### src/fpa_pkg.sv
`default_nettype none
package fpa_pkg;
  localparam int ADDR_W = 23;
  localparam int DATA_W = 16;
  // Unlock addresses, word and byte width
  localparam logic [11:0] UNLOCK1_WORD = 12'h555;
  localparam logic [11:0] UNLOCK2_WORD = 12'h2AA;
  localparam logic [11:0] UNLOCK1_BYTE = 12'hAAA;
  localparam logic [11:0] UNLOCK2_BYTE = 12'h555;
  // Command data codes
  localparam logic [7:0] CODE_UNLOCK1 = 8'hAA;
  localparam logic [7:0] CODE_UNLOCK2 = 8'h55;
  localparam logic [7:0] CODE_AUTOSEL = 8'h90;
  localparam logic [7:0] CODE_REGION = 8'h88;
  localparam logic [7:0] CODE_RESET = 8'hF0;
  localparam logic [7:0] CODE_EXIT_TAIL = 8'h00;
  // Status decode
  localparam logic [7:0] OFS_FACTORY = 8'h03;
  localparam int TOGGLE_BIT = 6;
  localparam int REGION_BIT = 7;
  localparam logic [7:0] POLL_OK_PROG = 8'h00;
  localparam logic [7:0] POLL_OK_ERASE = 8'h01;
  // Bus timing
  localparam int CLK_PERIOD_NS = 4;
  localparam int TWP_NS = 35;
  localparam int TACC_NS = 70;
  localparam int TWP_CYC = (TWP_NS + CLK_PERIOD_NS - 1) / CLK_PERIOD_NS;
  localparam int TACC_CYC = (TACC_NS + CLK_PERIOD_NS - 1) / CLK_PERIOD_NS;
  localparam int POLL_MAX = 65536;

  typedef enum logic [2:0] {
    FPA_CMD_READ, FPA_CMD_RESET, FPA_CMD_AUTOSEL, FPA_CMD_SEC_ENTER,
    FPA_CMD_SEC_EXIT, FPA_CMD_WRITE, FPA_CMD_POLL_PROG, FPA_CMD_POLL_ERASE
  } fpa_cmd_e;

  typedef struct packed {
    fpa_cmd_e cmd;
    logic [ADDR_W-1:0] addr;
    logic [DATA_W-1:0] data;
  } fpa_req_s;

  typedef struct packed {
    logic ce_n;
    logic we_n;
    logic oe_n;
    logic dq_oe;
    logic [ADDR_W-1:0] addr;
    logic [DATA_W-1:0] dq_out;
  } fpa_pins_s;

  typedef struct packed {
    logic wr;
    logic [ADDR_W-1:0] addr;
    logic [DATA_W-1:0] data;
    logic last;
  } fpa_step_s;
endpackage
`default_nettype wire

### src/fpa_bus_cyc.sv
`default_nettype none
module fpa_bus_cyc #(
  parameter int WR_CYC = fpa_pkg::TWP_CYC,
  parameter int RD_CYC = fpa_pkg::TACC_CYC
) (
  input wire logic i_ref_clk,
  input wire logic i_rst_n,
  input wire logic i_start,
  input wire logic i_wr,
  input wire logic [fpa_pkg::ADDR_W-1:0] i_addr,
  input wire logic [fpa_pkg::DATA_W-1:0] i_data,
  input wire logic [fpa_pkg::DATA_W-1:0] i_dq_in,
  output logic o_done,
  output logic [fpa_pkg::DATA_W-1:0] o_rdata,
  output fpa_pkg::fpa_pins_s o_pins
);
  timeunit 1ns;
  timeprecision 1ps;
  typedef enum logic [1:0] {FPA_PH_IDLE, FPA_PH_SETUP, FPA_PH_STROBE, FPA_PH_HOLD} fpa_phase_e;
  typedef struct packed {
    fpa_phase_e phase;
    logic wr;
    logic [7:0] cnt;
    logic done;
    logic [fpa_pkg::DATA_W-1:0] rdata;
    fpa_pkg::fpa_pins_s pins;
  } fpa_cyc_s;

  localparam fpa_cyc_s ST_RST = '{phase: FPA_PH_IDLE, wr: 1'b0, cnt: 8'h00, done: 1'b0,
    rdata: 16'h0000, pins: '{ce_n: 1'b1, we_n: 1'b1, oe_n: 1'b1, dq_oe: 1'b0, addr: '0, dq_out: '0}};

  fpa_cyc_s st;
  fpa_cyc_s next_st;

  always_comb begin
    next_st = st;
    next_st.done = 1'b0;
    case (st.phase)
      FPA_PH_IDLE: begin
        if (i_start) begin
          // Address and data settle before the strobe falls
          next_st.wr = i_wr;
          next_st.pins.addr = i_addr;
          next_st.pins.dq_out = i_data;
          next_st.pins.ce_n = 1'b0;
          next_st.pins.dq_oe = i_wr;
          next_st.phase = FPA_PH_SETUP;
        end
      end
      FPA_PH_SETUP: begin
        if (st.wr) begin
          next_st.pins.we_n = 1'b0;
          next_st.cnt = 8'(WR_CYC - 1);
        end else begin
          next_st.pins.oe_n = 1'b0;
          next_st.cnt = 8'(RD_CYC - 1);
        end
        next_st.phase = FPA_PH_STROBE;
      end
      FPA_PH_STROBE: begin
        if (st.cnt == 8'h00) begin
          if (!st.wr) begin
            next_st.rdata = i_dq_in;
          end
          next_st.pins.we_n = 1'b1;
          next_st.pins.oe_n = 1'b1;
          next_st.phase = FPA_PH_HOLD;
        end else begin
          next_st.cnt = st.cnt - 8'h01;
        end
      end
      FPA_PH_HOLD: begin
        next_st.pins.ce_n = 1'b1;
        next_st.pins.dq_oe = 1'b0;
        next_st.done = 1'b1;
        next_st.phase = FPA_PH_IDLE;
      end
      default: begin
        next_st = ST_RST;
      end
    endcase
  end

  always_ff @(posedge i_ref_clk or negedge i_rst_n) begin
    if (!i_rst_n) begin
      st <= ST_RST;
    end else begin
      st <= next_st;
    end
  end

  assign o_done = st.done;
  assign o_rdata = st.rdata;
  assign o_pins = st.pins;

  property p_write_legal;
    @(posedge i_ref_clk) disable iff (!i_rst_n)
    !st.pins.we_n |-> !st.pins.ce_n && st.pins.oe_n && st.pins.dq_oe;
  endproperty
  a_write_legal: assert property (p_write_legal) else $error("write strobe without chip select");

  property p_we_width;
    @(posedge i_ref_clk) disable iff (!i_rst_n)
    $fell(st.pins.we_n) |-> !st.pins.we_n [*8];
  endproperty
  a_we_width: assert property (p_we_width) else $error("write strobe too short");

  property p_cycle_ends;
    @(posedge i_ref_clk) disable iff (!i_rst_n)
    (i_start && st.phase == FPA_PH_IDLE) |-> ##[4:40] st.done;
  endproperty
  a_cycle_ends: assert property (p_cycle_ends) else $error("bus cycle did not finish");
endmodule
`default_nettype wire

### src/fpa_host.sv
`default_nettype none
// Operation
// Poll bit 6 until stable, then expect 00h program or 01h erase, else abort.
// Device holds one global volatile lock freezing nonvolatile guard bits.
// With lock at 1, device accepts nonvolatile guard bit set and clear. The model only sets nv_guard bits and has no clear.
// Only hardware reset or power-up clears the global lock.
// Sector protected when either volatile or nonvolatile guard bit is set.
// Lock set allows only volatile guard bits to change.
// Device offers a 128-word security region outside the array.
// Region lock status is bit 7 of autoselect read at offset 03h.
// Indicator 0 means customer lockable, 1 means factory locked.
// Factory-locked part holds 8-word serial field at region words 0 to 7.
// Lock register bit 0 at 0 protects the region permanently.
// Host issues exit sequence after region work to restore array read.
// Security region is one-time programmable.
// One write of F0 anywhere returns the device to array read.
// Autoselect entry is AA at 555, 55 at 2AA, 90 at 555.
// Autoselect returns identification at offsets X01, X0E, X0F.
// Offset X02 at a sector address returns 00 unprotected, 01 protected.
// Offset X03 returns the factory protect indicator value.
// Unlock ending with 88 maps the security region into read space.
// Unlock ending with 90 then 00 anywhere leaves the security region.
// Write cycle only with chip select and write strobe low, output enable high.
// Device abandons invalid sequences and returns to array read.
// Device serves identification data in autoselect until reset or exit.
module fpa_host #(
  parameter int POLL_MAX = fpa_pkg::POLL_MAX
) (
  input wire logic i_ref_clk,
  input wire logic i_rst_n,
  input wire logic i_byte_mode,
  input wire logic i_req_valid,
  input wire fpa_pkg::fpa_req_s i_req,
  output logic o_req_ready,
  output logic o_done,
  output logic o_fail,
  output logic [fpa_pkg::DATA_W-1:0] o_rdata,
  output logic o_region_locked,
  output logic o_byte_n,
  output logic o_ce_n,
  output logic o_we_n,
  output logic o_oe_n,
  output logic [fpa_pkg::ADDR_W-1:0] o_addr,
  output logic [fpa_pkg::DATA_W-1:0] o_dq_out,
  output logic o_dq_oe,
  input wire logic [fpa_pkg::DATA_W-1:0] i_dq_in
);
  timeunit 1ns;
  timeprecision 1ps;
  typedef enum logic [1:0] {FPA_ST_IDLE, FPA_ST_ISSUE, FPA_ST_WAIT, FPA_ST_FINISH} fpa_state_e;
  typedef struct packed {
    fpa_state_e state;
    fpa_pkg::fpa_cmd_e cmd;
    logic [fpa_pkg::ADDR_W-1:0] addr;
    logic [fpa_pkg::DATA_W-1:0] data;
    logic [2:0] step;
    logic first;
    logic prev_tog;
    logic abort;
    logic [31:0] poll_cnt;
    logic ready;
    logic done;
    logic fail;
    logic [fpa_pkg::DATA_W-1:0] rdata;
    logic region;
    logic byte_n;
    logic cyc_start;
    fpa_pkg::fpa_step_s cyc;
  } fpa_host_s;

  localparam fpa_host_s ST_RST = '{state: FPA_ST_IDLE, cmd: fpa_pkg::FPA_CMD_READ, addr: '0, data: '0,
    step: 3'h0, first: 1'b1, prev_tog: 1'b0, abort: 1'b0, poll_cnt: '0, ready: 1'b0, done: 1'b0,
    fail: 1'b0, rdata: '0, region: 1'b0, byte_n: 1'b1, cyc_start: 1'b0, cyc: '0};

  fpa_host_s st;
  fpa_host_s next_st;
  fpa_pkg::fpa_step_s cur;
  logic cyc_done;
  logic [fpa_pkg::DATA_W-1:0] cyc_rdata;
  fpa_pkg::fpa_pins_s pins;
  logic is_poll;
  logic tog_stopped;
  logic [7:0] poll_ok;

  function automatic fpa_pkg::fpa_step_s wcyc(input logic [11:0] a, input logic [7:0] d, input logic last);
    fpa_pkg::fpa_step_s s;
    s.wr = 1'b1;
    s.addr = fpa_pkg::ADDR_W'(a);
    s.data = fpa_pkg::DATA_W'(d);
    s.last = last;
    return s;
  endfunction

  // Three-cycle unlock prefix, word or byte addresses
  function automatic fpa_pkg::fpa_step_s unlock(input logic [2:0] step, input logic bm,
                                                input logic [7:0] code);
    logic [11:0] a1;
    logic [11:0] a2;
    a1 = bm ? fpa_pkg::UNLOCK1_BYTE : fpa_pkg::UNLOCK1_WORD;
    a2 = bm ? fpa_pkg::UNLOCK2_BYTE : fpa_pkg::UNLOCK2_WORD;
    case (step)
      3'h0: return wcyc(a1, fpa_pkg::CODE_UNLOCK1, 1'b0);
      3'h1: return wcyc(a2, fpa_pkg::CODE_UNLOCK2, 1'b0);
      default: return wcyc(a1, code, 1'b0);
    endcase
  endfunction

  always_comb begin
    cur = '0;
    case (st.cmd)
      fpa_pkg::FPA_CMD_RESET: cur = wcyc(12'h000, fpa_pkg::CODE_RESET, 1'b1);
      fpa_pkg::FPA_CMD_WRITE: cur = '{wr: 1'b1, addr: st.addr, data: st.data, last: 1'b1};
      fpa_pkg::FPA_CMD_AUTOSEL: begin
        if (st.step < 3'h3) begin
          cur = unlock(st.step, !st.byte_n, fpa_pkg::CODE_AUTOSEL);
        end else begin
          // Byte width doubles the offset, X03 becomes X06
          cur = '{wr: 1'b0, addr: st.byte_n ? st.addr : {st.addr[fpa_pkg::ADDR_W-2:0], 1'b0},
                  data: '0, last: 1'b1};
        end
      end
      fpa_pkg::FPA_CMD_SEC_ENTER: begin
        cur = unlock(st.step, !st.byte_n, fpa_pkg::CODE_REGION);
        cur.last = (st.step == 3'h2);
      end
      fpa_pkg::FPA_CMD_SEC_EXIT: begin
        if (st.step < 3'h3) begin
          cur = unlock(st.step, !st.byte_n, fpa_pkg::CODE_AUTOSEL);
        end else begin
          cur = wcyc(12'h000, fpa_pkg::CODE_EXIT_TAIL, 1'b1); // see R20
        end
      end
      fpa_pkg::FPA_CMD_POLL_PROG, fpa_pkg::FPA_CMD_POLL_ERASE: begin
        cur = '{wr: 1'b0, addr: st.addr, data: '0, last: 1'b0};
      end
      default: cur = '{wr: 1'b0, addr: st.addr, data: '0, last: 1'b1};
    endcase
  end

  assign is_poll = (st.cmd == fpa_pkg::FPA_CMD_POLL_PROG) || (st.cmd == fpa_pkg::FPA_CMD_POLL_ERASE);
  assign tog_stopped = !st.first && (cyc_rdata[fpa_pkg::TOGGLE_BIT] == st.prev_tog);
  assign poll_ok = (st.cmd == fpa_pkg::FPA_CMD_POLL_ERASE) ? fpa_pkg::POLL_OK_ERASE : fpa_pkg::POLL_OK_PROG;

  always_comb begin
    next_st = st;
    next_st.done = 1'b0;
    next_st.cyc_start = 1'b0;
    case (st.state)
      FPA_ST_IDLE: begin
        next_st.ready = 1'b1;
        if (i_req_valid && st.ready) begin
          next_st.cmd = i_req.cmd;
          next_st.addr = i_req.addr;
          next_st.data = i_req.data;
          next_st.byte_n = !i_byte_mode;
          next_st.step = 3'h0;
          next_st.first = 1'b1;
          next_st.abort = 1'b0;
          next_st.fail = 1'b0;
          next_st.poll_cnt = '0;
          next_st.ready = 1'b0;
          next_st.state = FPA_ST_ISSUE;
        end
      end
      FPA_ST_ISSUE: begin
        next_st.cyc_start = 1'b1;
        // Failed poll leaves the device in read mode before returning
        next_st.cyc = st.abort ? wcyc(12'h000, fpa_pkg::CODE_RESET, 1'b1) : cur;
        next_st.state = FPA_ST_WAIT;
      end
      FPA_ST_WAIT: begin
        if (cyc_done) begin
          if (st.abort) begin
            next_st.state = FPA_ST_FINISH;
          end else if (is_poll) begin
            next_st.rdata = cyc_rdata;
            next_st.prev_tog = cyc_rdata[fpa_pkg::TOGGLE_BIT];
            next_st.first = 1'b0;
            next_st.poll_cnt = st.poll_cnt + 32'h0000_0001;
            if (tog_stopped) begin
              next_st.fail = (cyc_rdata[7:0] != poll_ok);
              next_st.abort = (cyc_rdata[7:0] != poll_ok);
              next_st.state = (cyc_rdata[7:0] != poll_ok) ? FPA_ST_ISSUE : FPA_ST_FINISH;
            end else if (st.poll_cnt == 32'(POLL_MAX - 1)) begin
              // Stuck toggling counts as failure too
              next_st.fail = 1'b1;
              next_st.abort = 1'b1;
              next_st.state = FPA_ST_ISSUE;
            end else begin
              next_st.state = FPA_ST_ISSUE;
            end
          end else if (!st.cyc.last) begin
            next_st.step = st.step + 3'h1;
            next_st.state = FPA_ST_ISSUE;
          end else begin
            if (!st.cyc.wr) begin
              next_st.rdata = cyc_rdata;
            end
            if (st.cmd == fpa_pkg::FPA_CMD_AUTOSEL && st.addr[7:0] == fpa_pkg::OFS_FACTORY) begin
              next_st.region = cyc_rdata[fpa_pkg::REGION_BIT];
            end
            next_st.state = FPA_ST_FINISH;
          end
        end
      end
      FPA_ST_FINISH: begin
        next_st.done = 1'b1;
        next_st.state = FPA_ST_IDLE;
      end
      default: next_st = ST_RST;
    endcase
  end

  always_ff @(posedge i_ref_clk or negedge i_rst_n) begin
    if (!i_rst_n) begin
      st <= ST_RST;
    end else begin
      st <= next_st;
    end
  end

  fpa_bus_cyc u_cyc (
    .i_ref_clk(i_ref_clk),
    .i_rst_n(i_rst_n),
    .i_start(st.cyc_start),
    .i_wr(st.cyc.wr),
    .i_addr(st.cyc.addr),
    .i_data(st.cyc.data),
    .i_dq_in(i_dq_in),
    .o_done(cyc_done),
    .o_rdata(cyc_rdata),
    .o_pins(pins)
  );

  assign o_req_ready = st.ready;
  assign o_done = st.done;
  assign o_fail = st.fail;
  assign o_rdata = st.rdata;
  assign o_region_locked = st.region;
  assign o_byte_n = st.byte_n;
  assign o_ce_n = pins.ce_n;
  assign o_we_n = pins.we_n;
  assign o_oe_n = pins.oe_n;
  assign o_addr = pins.addr;
  assign o_dq_out = pins.dq_out;
  assign o_dq_oe = pins.dq_oe;

  property p_reset_code;
    @(posedge i_ref_clk) disable iff (!i_rst_n)
    (st.cyc_start && st.cmd == fpa_pkg::FPA_CMD_RESET) |-> st.cyc.wr && st.cyc.data[7:0] == 8'hF0;
  endproperty
  a_reset_code: assert property (p_reset_code) else $error("reset command lacks F0 write");

  property p_unlock_first;
    @(posedge i_ref_clk) disable iff (!i_rst_n)
    (st.cyc_start && st.step == 3'h0 && !st.abort && (st.cmd == fpa_pkg::FPA_CMD_AUTOSEL ||
      st.cmd == fpa_pkg::FPA_CMD_SEC_ENTER || st.cmd == fpa_pkg::FPA_CMD_SEC_EXIT))
      |-> st.cyc.wr && st.cyc.data[7:0] == 8'hAA &&
          st.cyc.addr[11:0] == (st.byte_n ? 12'h555 : 12'hAAA);
  endproperty
  a_unlock_first: assert property (p_unlock_first) else $error("unlock cycle one wrong");

  property p_region_enter;
    @(posedge i_ref_clk) disable iff (!i_rst_n)
    (st.cyc_start && st.cmd == fpa_pkg::FPA_CMD_SEC_ENTER && st.step == 3'h2)
      |-> st.cyc.wr && st.cyc.last && st.cyc.data[7:0] == 8'h88;
  endproperty
  a_region_enter: assert property (p_region_enter) else $error("region entry code wrong");

  property p_region_exit;
    @(posedge i_ref_clk) disable iff (!i_rst_n)
    (st.cyc_start && st.cmd == fpa_pkg::FPA_CMD_SEC_EXIT && st.step == 3'h3)
      |-> st.cyc.wr && st.cyc.data[7:0] == 8'h00 && $past(st.cyc.data[7:0], 6) != 8'hAA;
  endproperty
  a_region_exit: assert property (p_region_exit) else $error("region exit tail wrong");

  property p_poll_result;
    @(posedge i_ref_clk) disable iff (!i_rst_n)
    (st.done && is_poll && !o_fail)
      |-> o_rdata[7:0] == (st.cmd == fpa_pkg::FPA_CMD_POLL_ERASE ? 8'h01 : 8'h00);
  endproperty
  a_poll_result: assert property (p_poll_result) else $error("poll passed with bad status");

  property p_poll_abort;
    @(posedge i_ref_clk) disable iff (!i_rst_n)
    ($rose(st.abort)) |-> ##[1:40] (st.cyc_start && st.cyc.data[7:0] == 8'hF0);
  endproperty
  a_poll_abort: assert property (p_poll_abort) else $error("failed poll not followed by reset");

  property p_region_bit;
    @(posedge i_ref_clk) disable iff (!i_rst_n)
    (st.done && st.cmd == fpa_pkg::FPA_CMD_AUTOSEL && st.addr[7:0] == 8'h03)
      |-> o_region_locked == o_rdata[7];
  endproperty
  a_region_bit: assert property (p_region_bit) else $error("region indicator not from bit 7");

  property p_done_pulse;
    @(posedge i_ref_clk) disable iff (!i_rst_n)
    st.done |=> !st.done && st.ready;
  endproperty
  a_done_pulse: assert property (p_done_pulse) else $error("done not a single pulse");
endmodule
`default_nettype wire

### config.mk
export PLATFORM = sky130hd
export DESIGN_NAME = fpa_host
export DESIGN_NICKNAME = d
export VERILOG_FILES = /design/src/fpa_pkg.sv /design/src/fpa_bus_cyc.sv /design/src/fpa_host.sv
export SDC_FILE = /design/constraint.sdc
export NUM_CORES = 1
export LEC_CHECK = 0
export BUFFER_PORTS_ARGS = -buffer_cell sky130_fd_sc_hd__buf_2
export CAP_MARGIN = 40
export CELL_PAD_IN_SITES_DETAIL_PLACEMENT = 2
export CELL_PAD_IN_SITES_GLOBAL_PLACEMENT = 2
export CORE_MARGIN = 2
export CORE_UTILIZATION = 41
export DETAILED_ROUTE_END_ITERATION = 6
export PLACE_DENSITY = 0.82
export SYNTH_ARGS = -nofsm -noshare
export SYNTH_HDL_FRONTEND = slang
export SYNTH_HIERARCHICAL = 1
export SYNTH_SLANG_ARGS = --single-unit
### constraint.sdc
create_clock -name i_ref_clk -period 3.55 [get_ports i_ref_clk]
set_input_delay 0.1775 -clock i_ref_clk [delete_from_list [all_inputs] [get_ports i_ref_clk]]
set_output_delay 0.1775 -clock i_ref_clk [all_outputs]
set_load 0.02 [all_outputs]
Word-level counts from Yosys, hierarchy flattened. Index checks and enable logic that the tools add are counted.

Add/subtract/negate cells: 3. Reduce and logical (&&, ||, !) cells: 31. Muxes and demuxes: 56. Divide/modulo/power cells: 0. Multipliers: 0. Magnitude comparators: 1. Bitwise operators: 3. Shift operators: 0. Equal/unequal tests: 32.

Operators by type and width (count): $pmux 41 s6 (1); $mux 41 (3); $pmux 29 s2 (2); $mux 38 (2); $pmux 33 s2 (1); $mux 48 (1); $mux 42 (1); $mux 40 (1); $mux 18 (2); $mux 35 (1); $mux 34 (1); $add 32x1->32 const B (1); $eq 32x16->1 const B (1); $mux 16 (2); $mux 23 (1); $reduce_and 6->1 (3); $mux 17 (1); $ne 2x2->1 const B (8); $pmux 2 s4 (2); $pmux 8 s2 (1); $mux 1 (14); $mux 2 (7); $eq 3x3->1 const B (4); $mux 12 (1); 32 further kinds (64).

Memories kept: 0. ROM bits: 0. Bits of input ports: 62. Bits in writable memories: 0. Register bits after elaboration: 216. Latch bits: 0.

Depth between registers and ports, before layout. Gate-level depths: netlist of run 1.

Word-level depth: 9. Gate-level depth with buffers: 9. Gate-level depth less buffers: 7.

Hierarchy. The synthesis of run 1 kept the hierarchy.

Modules (own cells, without submodules): fpa_host (area each 6906.6 um^2, sequential area each 3631.0 um^2, instances 1, cells each 717); fpa_bus_cyc (area each 3469.6 um^2, sequential area each 1780.5 um^2, instances 1, cells each 270).

Worst setup path before layout of run 1. No wires, ideal clock.

Path type: reg2reg. Start point: register st[99] (netlist name). End point: register st[19] (netlist name). Cell stages (with the launch flop): 9. Library setup time: 0.087 ns. Slack: 1.406 ns. Data arrival time: 2.057 ns. Cell sequence: dfrtp_1 clkbuf_1 inv_1 ha_1 or3b_1 clkbuf_1 mux2_2 or3_1 o211ai_1.

Cells in the longest elaborated chain, start to end: 5. Elaborated cells on any way between the ends: 9. Classes of those cells: 1 x order compare; 1 x eq/ne; 6 x mux; 1 x reduce/logical.

RTL lines: start: declaration (RTL line fpa_host.sv:75) `fpa_host_s st;`; start signal: assignment (RTL line fpa_host.sv:218) `st <= next_st;`; $eq 3x1->1 / $logic_not 3->1 (equally long branches) (RTL line fpa_host.sv:101) `case (step)`; $pmux 29 s2 (RTL line fpa_host.sv:101); $mux 41 (on tied branches) (RTL line fpa_host.sv:127, fpa_host.sv:114); $pmux 41 s6 * (RTL line fpa_host.sv:110) `case (st.cmd)`; $mux 41 * (RTL line fpa_host.sv:168) `next_st.cyc = st.abort ? wcyc(12'h000, fpa_pkg::CODE_RESET, 1'b1) : cur;`.

Every way passes the cells marked *; elsewhere a longest branch is shown, timed or not. A chain may end at the register's enable or synchronous reset.

Worst setup path in the final report of run 1.
Start point: register st[144] (netlist name). End point: register st[28] (netlist name).

Cells in the longest elaborated chain, start to end: 1.

RTL lines: $eq 2x1->1 (RTL line fpa_host.sv:148) `case (st.state)`.

Every way passes these cells.

==> impl_results.md, run 1 <==
* Initial antenna violation count at 0
* Metal-1 WL at 13.1 mm
* Final #Nets at 1163
* Mapped cell area at 10400 um^2
* Max-slew headroom at 37.0%
* Congestion Overflow GR at 0
* Fmax at 390 MHz
* CP endpoint kind: flop
* Final Setup Violations at 0
* DR DRC count at 0
* Synth Area in Adders at 1.33%
* Met3 routed WL at 953 um
* Fillers at 2552
* Post-placement worst setup slack at 1080 ps
* Max-slew violations at 0
* Synth cell types at 70
* Final Non-Filler Cells at 1439
* Post_cts resized at 0
* Compound-Gate Fraction of Synth Area at 10.8%
* Chip Width at 163 um
* Setup bufs post-CTS at 0
* Synth Register Bits at 216
* Initial DRC Count at 469
* Total leakage power at 5.90 nW
* Post-DRT Antenna Nets at 0
* CTS tree: built
* Mean post-synth cell area at 10.5 um^2
* Core Rows at 58
* Cells after DPL at 1333
* Minimum clock period at 2570 ps
* Pin count of the biggest net entering global routing at 116
* Mux contribution to synthesized area at 9.08%
* Arrival @ worst endpoint at 2960 ps
* Core footprint at 25000 um^2
* Finished Core Util at 48.9%
* Via/cell ratio at 5.47
* Setup TNS at 0 ps
* Simple-Gate Fraction of Synth Area at 16.3%
* Worst-case clock buffer depth at 3
* Hold Path Class: input port to flop
* Highest routed layer: met4
* Final instance area at 12200 um^2
* Met2 WL at 16.2 mm
* Port Buffers at 125
* Number of global-route vias before repair at 8799
* Die Ht at 163 um
* Gr usage total at 23.8%
* Die ar. at 26600 um^2
* H-tree Lvls at 1
* Register area share after synthesis at 52.2%
* RSZ-0062 raised after global routing: false
* Reg area at 5410 um^2
* Hold Worst Slack at 35.5 ps
* Fin crit share at 72.3%
* CTS Root Cell: clkbuf_16
* CP Class: flop to flop
* CP max FO at 36
* Total CTS buffers at 25
* Final WL at 31.0 mm
* Pwr dens at 810 nW/um^2
* Clock slew at reported path FFs at 70 ps
* Xor/xnor cell area share of the yosys netlist at 1.77%
* Status: finished, final reports clean
* Multi-input combinational cell area at 4090 um^2
* Maximum Capacitance Violations at 0
* Tot Pwr at 9.92 mW
* Final hold violation count at 0
* Clock skew at 21.6 ps
* Post-detail-place hpwl at 19.0 mm
* Drt wl/cell at 21.5 um
* Largest family of logic cells by synthesized area: simple AND/OR/NAND/NOR gates
* Startpoint types: flop
* Global-route wire length before repair at 49.9 mm
* Drt first pass iters at 7
* CTS Sinks at 216
* Clk_lat worst skew at 530 ps
* Yosys warns at 6
* Post-Synthesis Cells at 987
* Final WS setup at 984 ps
* Synth-to-Final Area Change at 18.0%
* Syn_nets at 1060
* Worst EP required at 3940 ps
* Inserted Diodes at 0
* Area after DPL at 10800 um^2
* Maximum VDD drop at 0.429 mV
* Post-synth ARST share at 100%
* Layout cells sized above 1 at 25.1%
* Synth Flop Type: dfrtp_1
* Post-synth EDFFs at 0
* IO Pins at 126
* Slew @ Worst Pin at 946 ps
* Routed vias at 7874
* Initial core utilization at 41.4%
* Placer Congestion at 0.744
==> critical path, cell delays in order, from the launching register on <==
cell and delay (ps):
dfrtp_1 570, nand2b_1 230, buf_4 420, nor4_1 110, buf_4 210, and2_1 330, a222oi_1 410, o31ai_1 140
==> layout make-up <==
class	instances	area share, %
Inverter	33	1.01
Multi-Input combinational cell	615	33.4
Sequential cell	216	44.2
Clock inverter	13	1.26
Clock buffer	33	5.68
Tap cell	330	3.37
Timing Repair Buffer	199	11.1
==> cells in the mapped netlist, types with 5 or more instances <==
| master | instances | area [um^2] |
|---|---|---|
| nor2b_1 | 7 | 43.8 |
| a22oi_1 | 10 | 75.1 |
| ha_1 | 11 | 138 |
| and3_1 | 9 | 56.3 |
| buf_2 | 6 | 30.0 |
| nor4_1 | 10 | 62.6 |
| nand4_1 | 12 | 75.1 |
| buf_4 | 76 | 571 |
| nand2b_1 | 13 | 81.3 |
| a222oi_1 | 12 | 120 |
| xnor2_1 | 5 | 43.8 |
| buf_1 | 9 | 33.8 |
| mux2_2 | 65 | 732 |
| inv_1 | 32 | 120 |
| clkbuf_1 | 31 | 116 |
| nor2_1 | 44 | 165 |
| a21oi_1 | 45 | 225 |
| and2_1 | 10 | 62.6 |
| a211oi_1 | 6 | 45.0 |
| mux2i_1 | 6 | 60.1 |
| nor3_1 | 8 | 40.0 |
| o31ai_1 | 8 | 60.1 |
| o211ai_1 | 9 | 67.6 |
| nand3_1 | 20 | 100 |
| or4_1 | 8 | 60.1 |
| dfrtp_1 | 211 | 5280 |
| nand2_1 | 161 | 604 |
| xor2_1 | 16 | 140 |
| mux2_4 | 10 | 150 |
| dfstp_2 | 5 | 131 |
| o21ai_0 | 34 | 170 |
| a22o_1 | 11 | 96.3 |
| or3_1 | 10 | 62.6 |
==> flip-flops by register name, summed over array words and instances, names as in the netlist <==
register,cells
u_cyc/o_rdata,16
o_region_locked,1
u_cyc/st,11
u_cyc/o_pins,43
o_rdata,16
o_byte_n,1
st,124
o_fail,1
o_req_ready,1
u_cyc/o_done,1
o_done,1
==> per-layer routing <==
metal | vias to the layer above | GRT usage (%)
li1 | 3580 | -
met1 | 4092 | 29.8
met2 | 153 | 43.2
met3 | 49 | 3.00
met4 | 0 | 6.40
met5 | - | 0
==> layout by cell type, fill, tap and decap left out, types with 6 or more instances in the layout <==
| cell | n |
|---|---|
| nand2_1 | 160 |
| buf_2 | 124 |
| buf_4 | 13 |
| xor2_1 | 16 |
| a21oi_1 | 44 |
| dfrtp_1 | 211 |
| mux2i_1 | 6 |
| o21ai_0 | 34 |
| nor4_1 | 10 |
| nor3_1 | 8 |
| or3_1 | 10 |
| mux2_4 | 10 |
| and3_1 | 8 |
| and2_1 | 10 |
| nor2_1 | 44 |
| o31ai_1 | 8 |
| a211oi_1 | 6 |
| a22oi_1 | 10 |
| clkbuf_16 | 25 |
| dlygate4sd3_1 | 60 |
| nand2b_1 | 13 |
| o211ai_1 | 9 |
| ha_1 | 11 |
| nand3_1 | 20 |
| clkinv_2 | 6 |
| a22o_1 | 11 |
| nor2b_1 | 7 |
| mux2_2 | 65 |
| a222oi_1 | 12 |
| or4_1 | 8 |
| nand4_1 | 12 |
| inv_1 | 32 |
==> what timing repair did <==
item / in CTS / in global routing
hold buffers: 60 / 0
hold endpoints to repair: 168 / 0
endpoints found under the setup margin: 0 / 0
==> logic make-up (layout without fill, tap and decap cells) <==
logic type / after synthesis / after routing
simple gates: 336 / 336
buf+inv: 156 / 278
compound gates: 166 / 166
fa+ha+maj: 11 / 11
flops: 216 / 216
mux: 81 / 81
xor+xnor: 21 / 21
==> worst paths after layout <==
path,from,to,slack [ps],cells past startpoint
worst min-delay path,i_req_valid,st[143],40,3
worst max register to register,st[144],st[28],980,7
min in group asynchronous,i_rst_n,u_cyc/o_pins[11],280,2
worst max-delay path,st[144],st[28],980,7
max in group asynchronous,i_rst_n,o_byte_n,2240,3
worst min register to register,st[112],st[112],490,2
==> report_power, final <==
| group | leakage [nW] | switching (mW) | internal [mW] |
|---|---|---|---|
| combinational | 2.69 | 1.94 | 1.26 |
| sequential | 2.79 | 0.787 | 3.26 |
| clock | 0.421 | 1.08 | 1.60 |
| total | 5.90 | 3.80 | 6.12 |
(Power assumes the default switching activity.)
==> inputs of run 2 (changes only) <==
Settings changed: CORE_UTILIZATION 41 to 34, PLACE_DENSITY 0.82 to 0.73.
Clock period 3.55 ns to 2.3 ns, I/O delays scaled along.
==> run 2 against run 1 <==
Effect of this change:
- clock power up 54%
- worst hold slack improved by 97 ps
- flip-flop and latch count unchanged
- cell count up 6.4%
- fmax up 18%
- register-to-register slack worse by 850 ps
- worst setup slack got worse by 850 ps
- critical path depth fell by 1
- critical endpoint is now st[19]
- clock-buffer cell count grew 5
- first-iteration DRC count is 20% lower
- clock skew fell by 0.84 ps
- sequential power rose by 50%
==> impl_results.md, run 2 (same netlist as run 1, synthesis figures left out) <==
* Status: finished, final reports clean
* CP max FO at 7 (-81%)
* RSZ-0062 raised after global routing: false
* FF-to-FF Start: st[99]
* Die ar. at 31900 um^2 (+20%)
* Crit path max-delay cell type: or3b_4
* Layout cells sized above 1 at 27.3% (+2.3 points)
* CTS Sinks at 216 (unchanged)
* Post-detail-place hpwl at 20.5 mm (+8.0%)
* Clock slew at reported path FFs at 60 ps (about the same)
* Fmax at 462 MHz (+18%)
* Maximum Capacitance Violations at 0 (unchanged)
* Via/cell ratio at 5.19 (-5.2%)
* H-tree Lvls at 1 (unchanged)
* Synth-to-Final Area Change at 21.8%
* Post-placement worst setup slack at -32.0 ps (-1110 ps)
* Crit path to: st[19]
* CP Class: flop to flop
* Stages on the worst setup path at 6 (-1)
* Worst path max stage delay at 440 ps (-130 ps)
* Arrival @ worst endpoint at 2590 ps (-370 ps)
* Final #Nets at 1197 (+2.9%)
* Total CTS buffers at 26 (+4.0%)
* Slew @ Worst Pin at 598 ps (-348 ps)
* CP cell instances: inv_1 -> ha_1 -> or3b_4 -> mux2_2 -> or3_1 -> o211ai_1
* Total leakage power at 6.08 nW (+3.1%)
* Post-DRT Antenna Nets at 0 (unchanged)
* FF-to-FF path depth at 6 (-1)
* Minimum clock period at 2170 ps (-400 ps)
* Core Rows at 63 (+8.6%)
* Worst EP required at 2720 ps (-1220 ps)
* Inserted Diodes at 0 (unchanged)
* Max-slew violations at 0 (unchanged)
* Number of global-route vias before repair at 8810 (+0.13%)
* Met2 Use GR at 33.6% (-9.7 points)
* Top delay family on crit path: simple AND/OR/NAND/NOR gates
* Core footprint at 29900 um^2 (+19%)
* Most frequent cells in the layout: 211 x dfrtp_1, 160 x nand2_1, 124 x buf_2
* Clock skew at 20.8 ps (-0.841 ps)
* R2R setup slack at 130 ps (-850 ps)
* Max-slew headroom at 59.8% (+23 points)
* Routed vias at 7942 (+0.86%)
* R2R Path End: st[19]
* Final Setup Violations at 0 (unchanged)
* DR DRC count at 0 (unchanged)
* Gr usage total at 19.6% (-4.1 points)
* Reg with most FFs: st
* Final WS setup at 134 ps (-850 ps)
* CTS Root Cell: clkbuf_16
* Hold Path Class: input port to async pin
* CP bufs+invs at 1 (-1)
* Pin count of the biggest net entering global routing at 66 (-43%)
* Global-route wire length before repair at 49.7 mm (-0.51%)
* Port Buffers at 125 (unchanged)
* Chip Width at 179 um (+9.6%)
* Die Ht at 179 um (+9.6%)
* Maximum VDD drop at 0.599 mV (+40%)
* Initial core utilization at 34.7% (-6.7 points)
* Startpoint types: flop
* Placer Congestion at 0.822 (+10%)
* Final hold violation count at 0 (unchanged)
* Final instance area at 12600 um^2 (+3.3%)
* Initial DRC Count at 377 (-20%)
* Area after DPL at 11200 um^2 (+3.4%)
* Hold Worst Slack at 132 ps (+96.7 ps)
* Pwr dens at 1220 nW/um^2 (+51%)
* Commonest non-fill, non-tap cell in the layout: dfrtp_1
* Fin crit share at 94.2% (+22 points)
* Max reg flops at 124 (unchanged)
* Drt first pass iters at 6 (-1)
* Final WL at 30.4 mm (-1.8%)
* Grt met1 use at 26.7% (-3.0 points)
* Initial antenna violation count at 0 (unchanged)
* CP endpoint kind: flop
* Drt wl/cell at 19.9 um (-7.7%)
* Met3 usage at 2.46% (-0.54 points)
* IO Pins at 126 (unchanged)
* Worst-case clock buffer depth at 3 (unchanged)
* Clk_lat worst skew at 530 ps (about the same)
* Congestion Overflow GR at 0 (unchanged)
* CTS tree: built
* Setup bufs post-CTS at 0 (unchanged)
* Grt peak-use layer: met2
* Crit path from: st[99]
[run 2: report_power, final]
part | total [mW] | switching, mW | internal (mW) | leakage [nW]
clock network | 4.12 | 1.63 | 2.49 | 0.418
registers | 6.09 | 1.05 | 5.04 | 2.79
logic | 5.26 | 3.10 | 2.16 | 2.87
[run 2: worst min-delay path by stage]
stage | from | endpoint | slack, ps | cells past startpoint
finish | i_rst_n | u_cyc/o_pins[11] | 130 | 2
global route | i_rst_n | u_cyc/o_pins[10] | 170 | 2
CTS | i_rst_n | u_cyc/o_pins[7] | 150 | 2
detailed placement | i_rst_n | u_cyc/o_pins[12] | 120 | 1
global placement | i_rst_n | u_cyc/o_pins[12] | 120 | 1
floorplan | i_rst_n | o_done | -180 | 0
[run 2: timing repair]
action                                  in CTS  in global routing
pin swaps                                    0                  0
gates resized for setup                      1                  5
hold buffers                                61                  0
hold endpoints to repair                   128                  0
endpoints found under the setup margin       1                 15
gates cloned                                 0                  0
[run 2: per-layer routing]
layer | part of all wire [%] | routed length, um
met5 | 0 | 0
met1 | 46 | 14000
met2 | 49 | 14900
met3 | 3.2 | 972
met4 | 1.8 | 535
[run 2: worst register-to-register path: stages, from the launching register on]
cell      delay [ps]
dfrtp_1          380
inv_1            120
ha_1             210
or3b_4           450
mux2_2           310
or3_1            410
o211ai_1         170
[run 2: metrics by stage]
step	TNS, ps	total power, mW	instances	utilization (%)
after floorplan	0	9.77	987	-
after global placement	0	11.0	1424	37.3
after detailed placement	-32.0	11.3	1425	37.3
after CTS	0	15.6	1531	42.3
after global routing	0	16.5	1531	42.3
final	0	15.5	1531	42.3
[run 2: final cells by class]
type                            count  area [um^2]
Clock buffer                       38          756
Inverter                           33          124
Fill cell                        3110        17200
Sequential cell                   216         5410
Tap cell                          390          488
Clock inverter                      7         98.8
Timing Repair Buffer              232         1650
Multi-Input combinational cell    615         4110
==> inputs of run 3 (changes only) <==
Settings changed: CORE_UTILIZATION 34 to 38, PLACE_DENSITY 0.73 to 0.77.
Clock period 2.3 ns to 2.4 ns, I/O delays scaled along.
==> run 3 against run 2 <==
Effect of this change:
- sequential share of layout area is 0.26 points higher
- wire length up 3.6%
- via count rose by 0.53%
- fmax down 4.9%
- critical path type unchanged
- highest routed layer unchanged
- global-route usage increased by 2.8 points
- flip-flop and latch count unchanged
- design area fell by 0.59%
- first-iteration DRC count is 42% higher
- clock skew decreased by 5.2 ps
==> impl_results.md, run 3 (same netlist as run 1, synthesis figures left out) <==
* Status: finished, final reports clean
* Max-slew headroom at 56.9% (-2.9 points)
* Placer Congestion at 0.818 (-0.46%)
* CTS tree: built
* Clk_lat worst skew at 530 ps (about the same)
* CP bufs+invs at 1 (unchanged)
* Net Sw Frac at 37.5% (+0.097 points)
* Layout cells sized above 1 at 26.8% (-0.50 points)
* Worst-case clock buffer depth at 3 (unchanged)
* Fin crit share at 94.9% (+0.72 points)
* CTS Root Cell: clkbuf_16
* Worst EP required at 2840 ps (+120 ps)
* Via/cell ratio at 5.41 (+4.2%)
* Clock slew at reported path FFs at 60 ps (about the same)
* RSZ-0062 raised after global routing: false
* Tot Pwr at 15.1 mW (-2.2%)
* Worst path max stage delay at 480 ps (+40 ps)
* Hold Worst Slack at 121 ps (-11.1 ps)
* Pwr dens at 1200 nW/um^2 (-1.6%)
* CP max FO at 7 (unchanged)
* Drt first pass iters at 5 (-1)
* Global-route wire length before repair at 51.1 mm (+2.9%)
* Initial DRC Count at 537 (+42%)
* Inserted Diodes at 0 (unchanged)
* Pint at 9.46 mW (-2.4%)
* Maximum VDD drop at 0.522 mV (-13%)
* Max reg flops at 124 (unchanged)
* Final hold violation count at 0 (unchanged)
* Clock skew at 15.6 ps (-5.19 ps)
* Most frequent cells in the layout: 211 x dfrtp_1, 160 x nand2_1, 125 x buf_2
* Synth-to-Final Area Change at 21.1%
* Minimum clock period at 2280 ps (+112 ps)
* DR DRC count at 0 (unchanged)
* Post-DRT Antenna Nets at 0 (unchanged)
* Crit path max-delay cell type: or3b_1
* Initial antenna violation count at 0 (unchanged)
* Port Buffers at 125 (unchanged)
* Comb pwr share at 32.9% (-1.1 points)
* Chip Width at 169 um (-5.3%)
* CP endpoint kind: flop
* Final WL at 31.5 mm (+3.6%)
* NetSw at 5.67 mW (-1.9%)
* Core Rows at 60 (-4.8%)
* Startpoint types: flop
* Core footprint at 26900 um^2 (-10%)
* Reg with most FFs: st
* Total leakage power at 6.07 nW (-0.24%)
* CTS Sinks at 216 (unchanged)
* Pin count of the biggest net entering global routing at 61 (-7.6%)
* Arrival @ worst endpoint at 2720 ps (+130 ps)
* Total CTS buffers at 26 (unchanged)
* Final #Nets at 1189 (-0.67%)
* Setup bufs post-CTS at 0 (unchanged)
* Number of global-route vias before repair at 8914 (+1.2%)
* Setup TNS at 0 ps (unchanged)
* Gr usage total at 22.4% (+2.8 points)
* H-tree Lvls at 1 (unchanged)
* Post-detail-place hpwl at 20.6 mm (+0.61%)
* Maximum Capacitance Violations at 0 (unchanged)
* CP Class: flop to flop
* Initial core utilization at 38.6% (+3.9 points)
* Clk pwr share at 27.9% (+1.3 points)
* Slew @ Worst Pin at 642 ps (+43.7 ps)
* Die ar. at 28600 um^2 (-10%)
* Routed vias at 7984 (+0.53%)
* Sequential share of power at 39.2% (-0.2 points)
* Congestion Overflow GR at 0 (unchanged)
* Hold Path Class: input port to async pin
* Max-slew violations at 0 (unchanged)
* CP cell instances: inv_1 -> ha_1 -> or3b_1 -> mux2_2 -> or3_1 -> o211ai_1
* Die Ht at 169 um (-5.3%)
* Top delay family on crit path: simple AND/OR/NAND/NOR gates
* Commonest non-fill, non-tap cell in the layout: dfrtp_1
* IO Pins at 126 (unchanged)
* Drt wl/cell at 21.3 um (+7.4%)
* Fmax at 439 MHz (-4.9%)
* Final Setup Violations at 0 (unchanged)
-- run 3: per-layer routing --
| layer | part of all wire (%) | routed length [um] | global-route usage (%) | vias up |
|---|---|---|---|---|
| met1 | 43 | 13600 | 29.1 | 4121 |
| met3 | 3.9 | 1230 | 3.13 | 42 |
| met2 | 51 | 16100 | 39.9 | 181 |
| met4 | 1.7 | 540 | 4.72 | 0 |
| met5 | 0 | 0 | 0 | - |
| li1 | - | - | - | 3640 |
-- run 3: worst register-to-register path: cells and delay by family, from the launching register on --
kind	cells	cell delay [ps]
AO/OA/AOI/OAI	1	140
AND/OR/NAND/NOR	2	910
adder cells (fa/ha/maj)	1	240
flip-flops	1	400
buffers and inverters	1	150
multiplexers	1	340
-- run 3: layout make-up --
class / instances / area (um^2)
clock buffers: 35 / 746
clock inverters: 13 / 173
fillers: 2766 / 14300
inverters: 33 / 124
multi-input cells: 615 / 4090
flip-flops and latches: 216 / 5410
well taps: 341 / 427
repair buffers: 224 / 1590
-- run 3: worst paths after layout --
path                        startpoint  endpoint  slack (ps)  cells after the start
min in group i_ref_clk     i_byte_mode  o_byte_n         300                      3
setup reg to reg                st[99]    st[19]         120                      6
setup / recovery                st[99]    st[19]         120                      6
hold / removal                 i_rst_n    st[15]         120                      2
hold reg to reg                 st[97]    st[97]         460                      2
max in group asynchronous      i_rst_n    st[97]        1520                      3
-- run 3: power by group through the flow --
stage / clock [mW] / combinational [mW] / sequential [mW]
2_1_floorplan: 0 / 3.91 / 5.45
4_1_cts: 4.32 / 5.02 / 5.92
3_5_place_dp: 0 / 4.85 / 5.96
3_3_place_gp: 0 / 4.63 / 5.88
5_1_grt: 4.46 / 5.51 / 6.08
6_report: 4.22 / 4.98 / 5.92
-- run 3: what timing repair did --
action	4_1_cts	5_1_grt
hold buffers	61	0
resized for setup	0	1
endpoints found under the setup margin	0	5
endpoints found under the hold margin	204	0
-- run 3: stage by stage --
step	area, um^2	setup WS [ps]	utilization, %	instances
after floorplan	10400	256	-	987
after global placement	11000	359	41.0	1367
after detailed placement	11000	192	41.1	1368
after CTS	12600	92.4	46.7	1477
after global routing	12600	19.9	46.8	1477
final	12600	122	46.8	1477
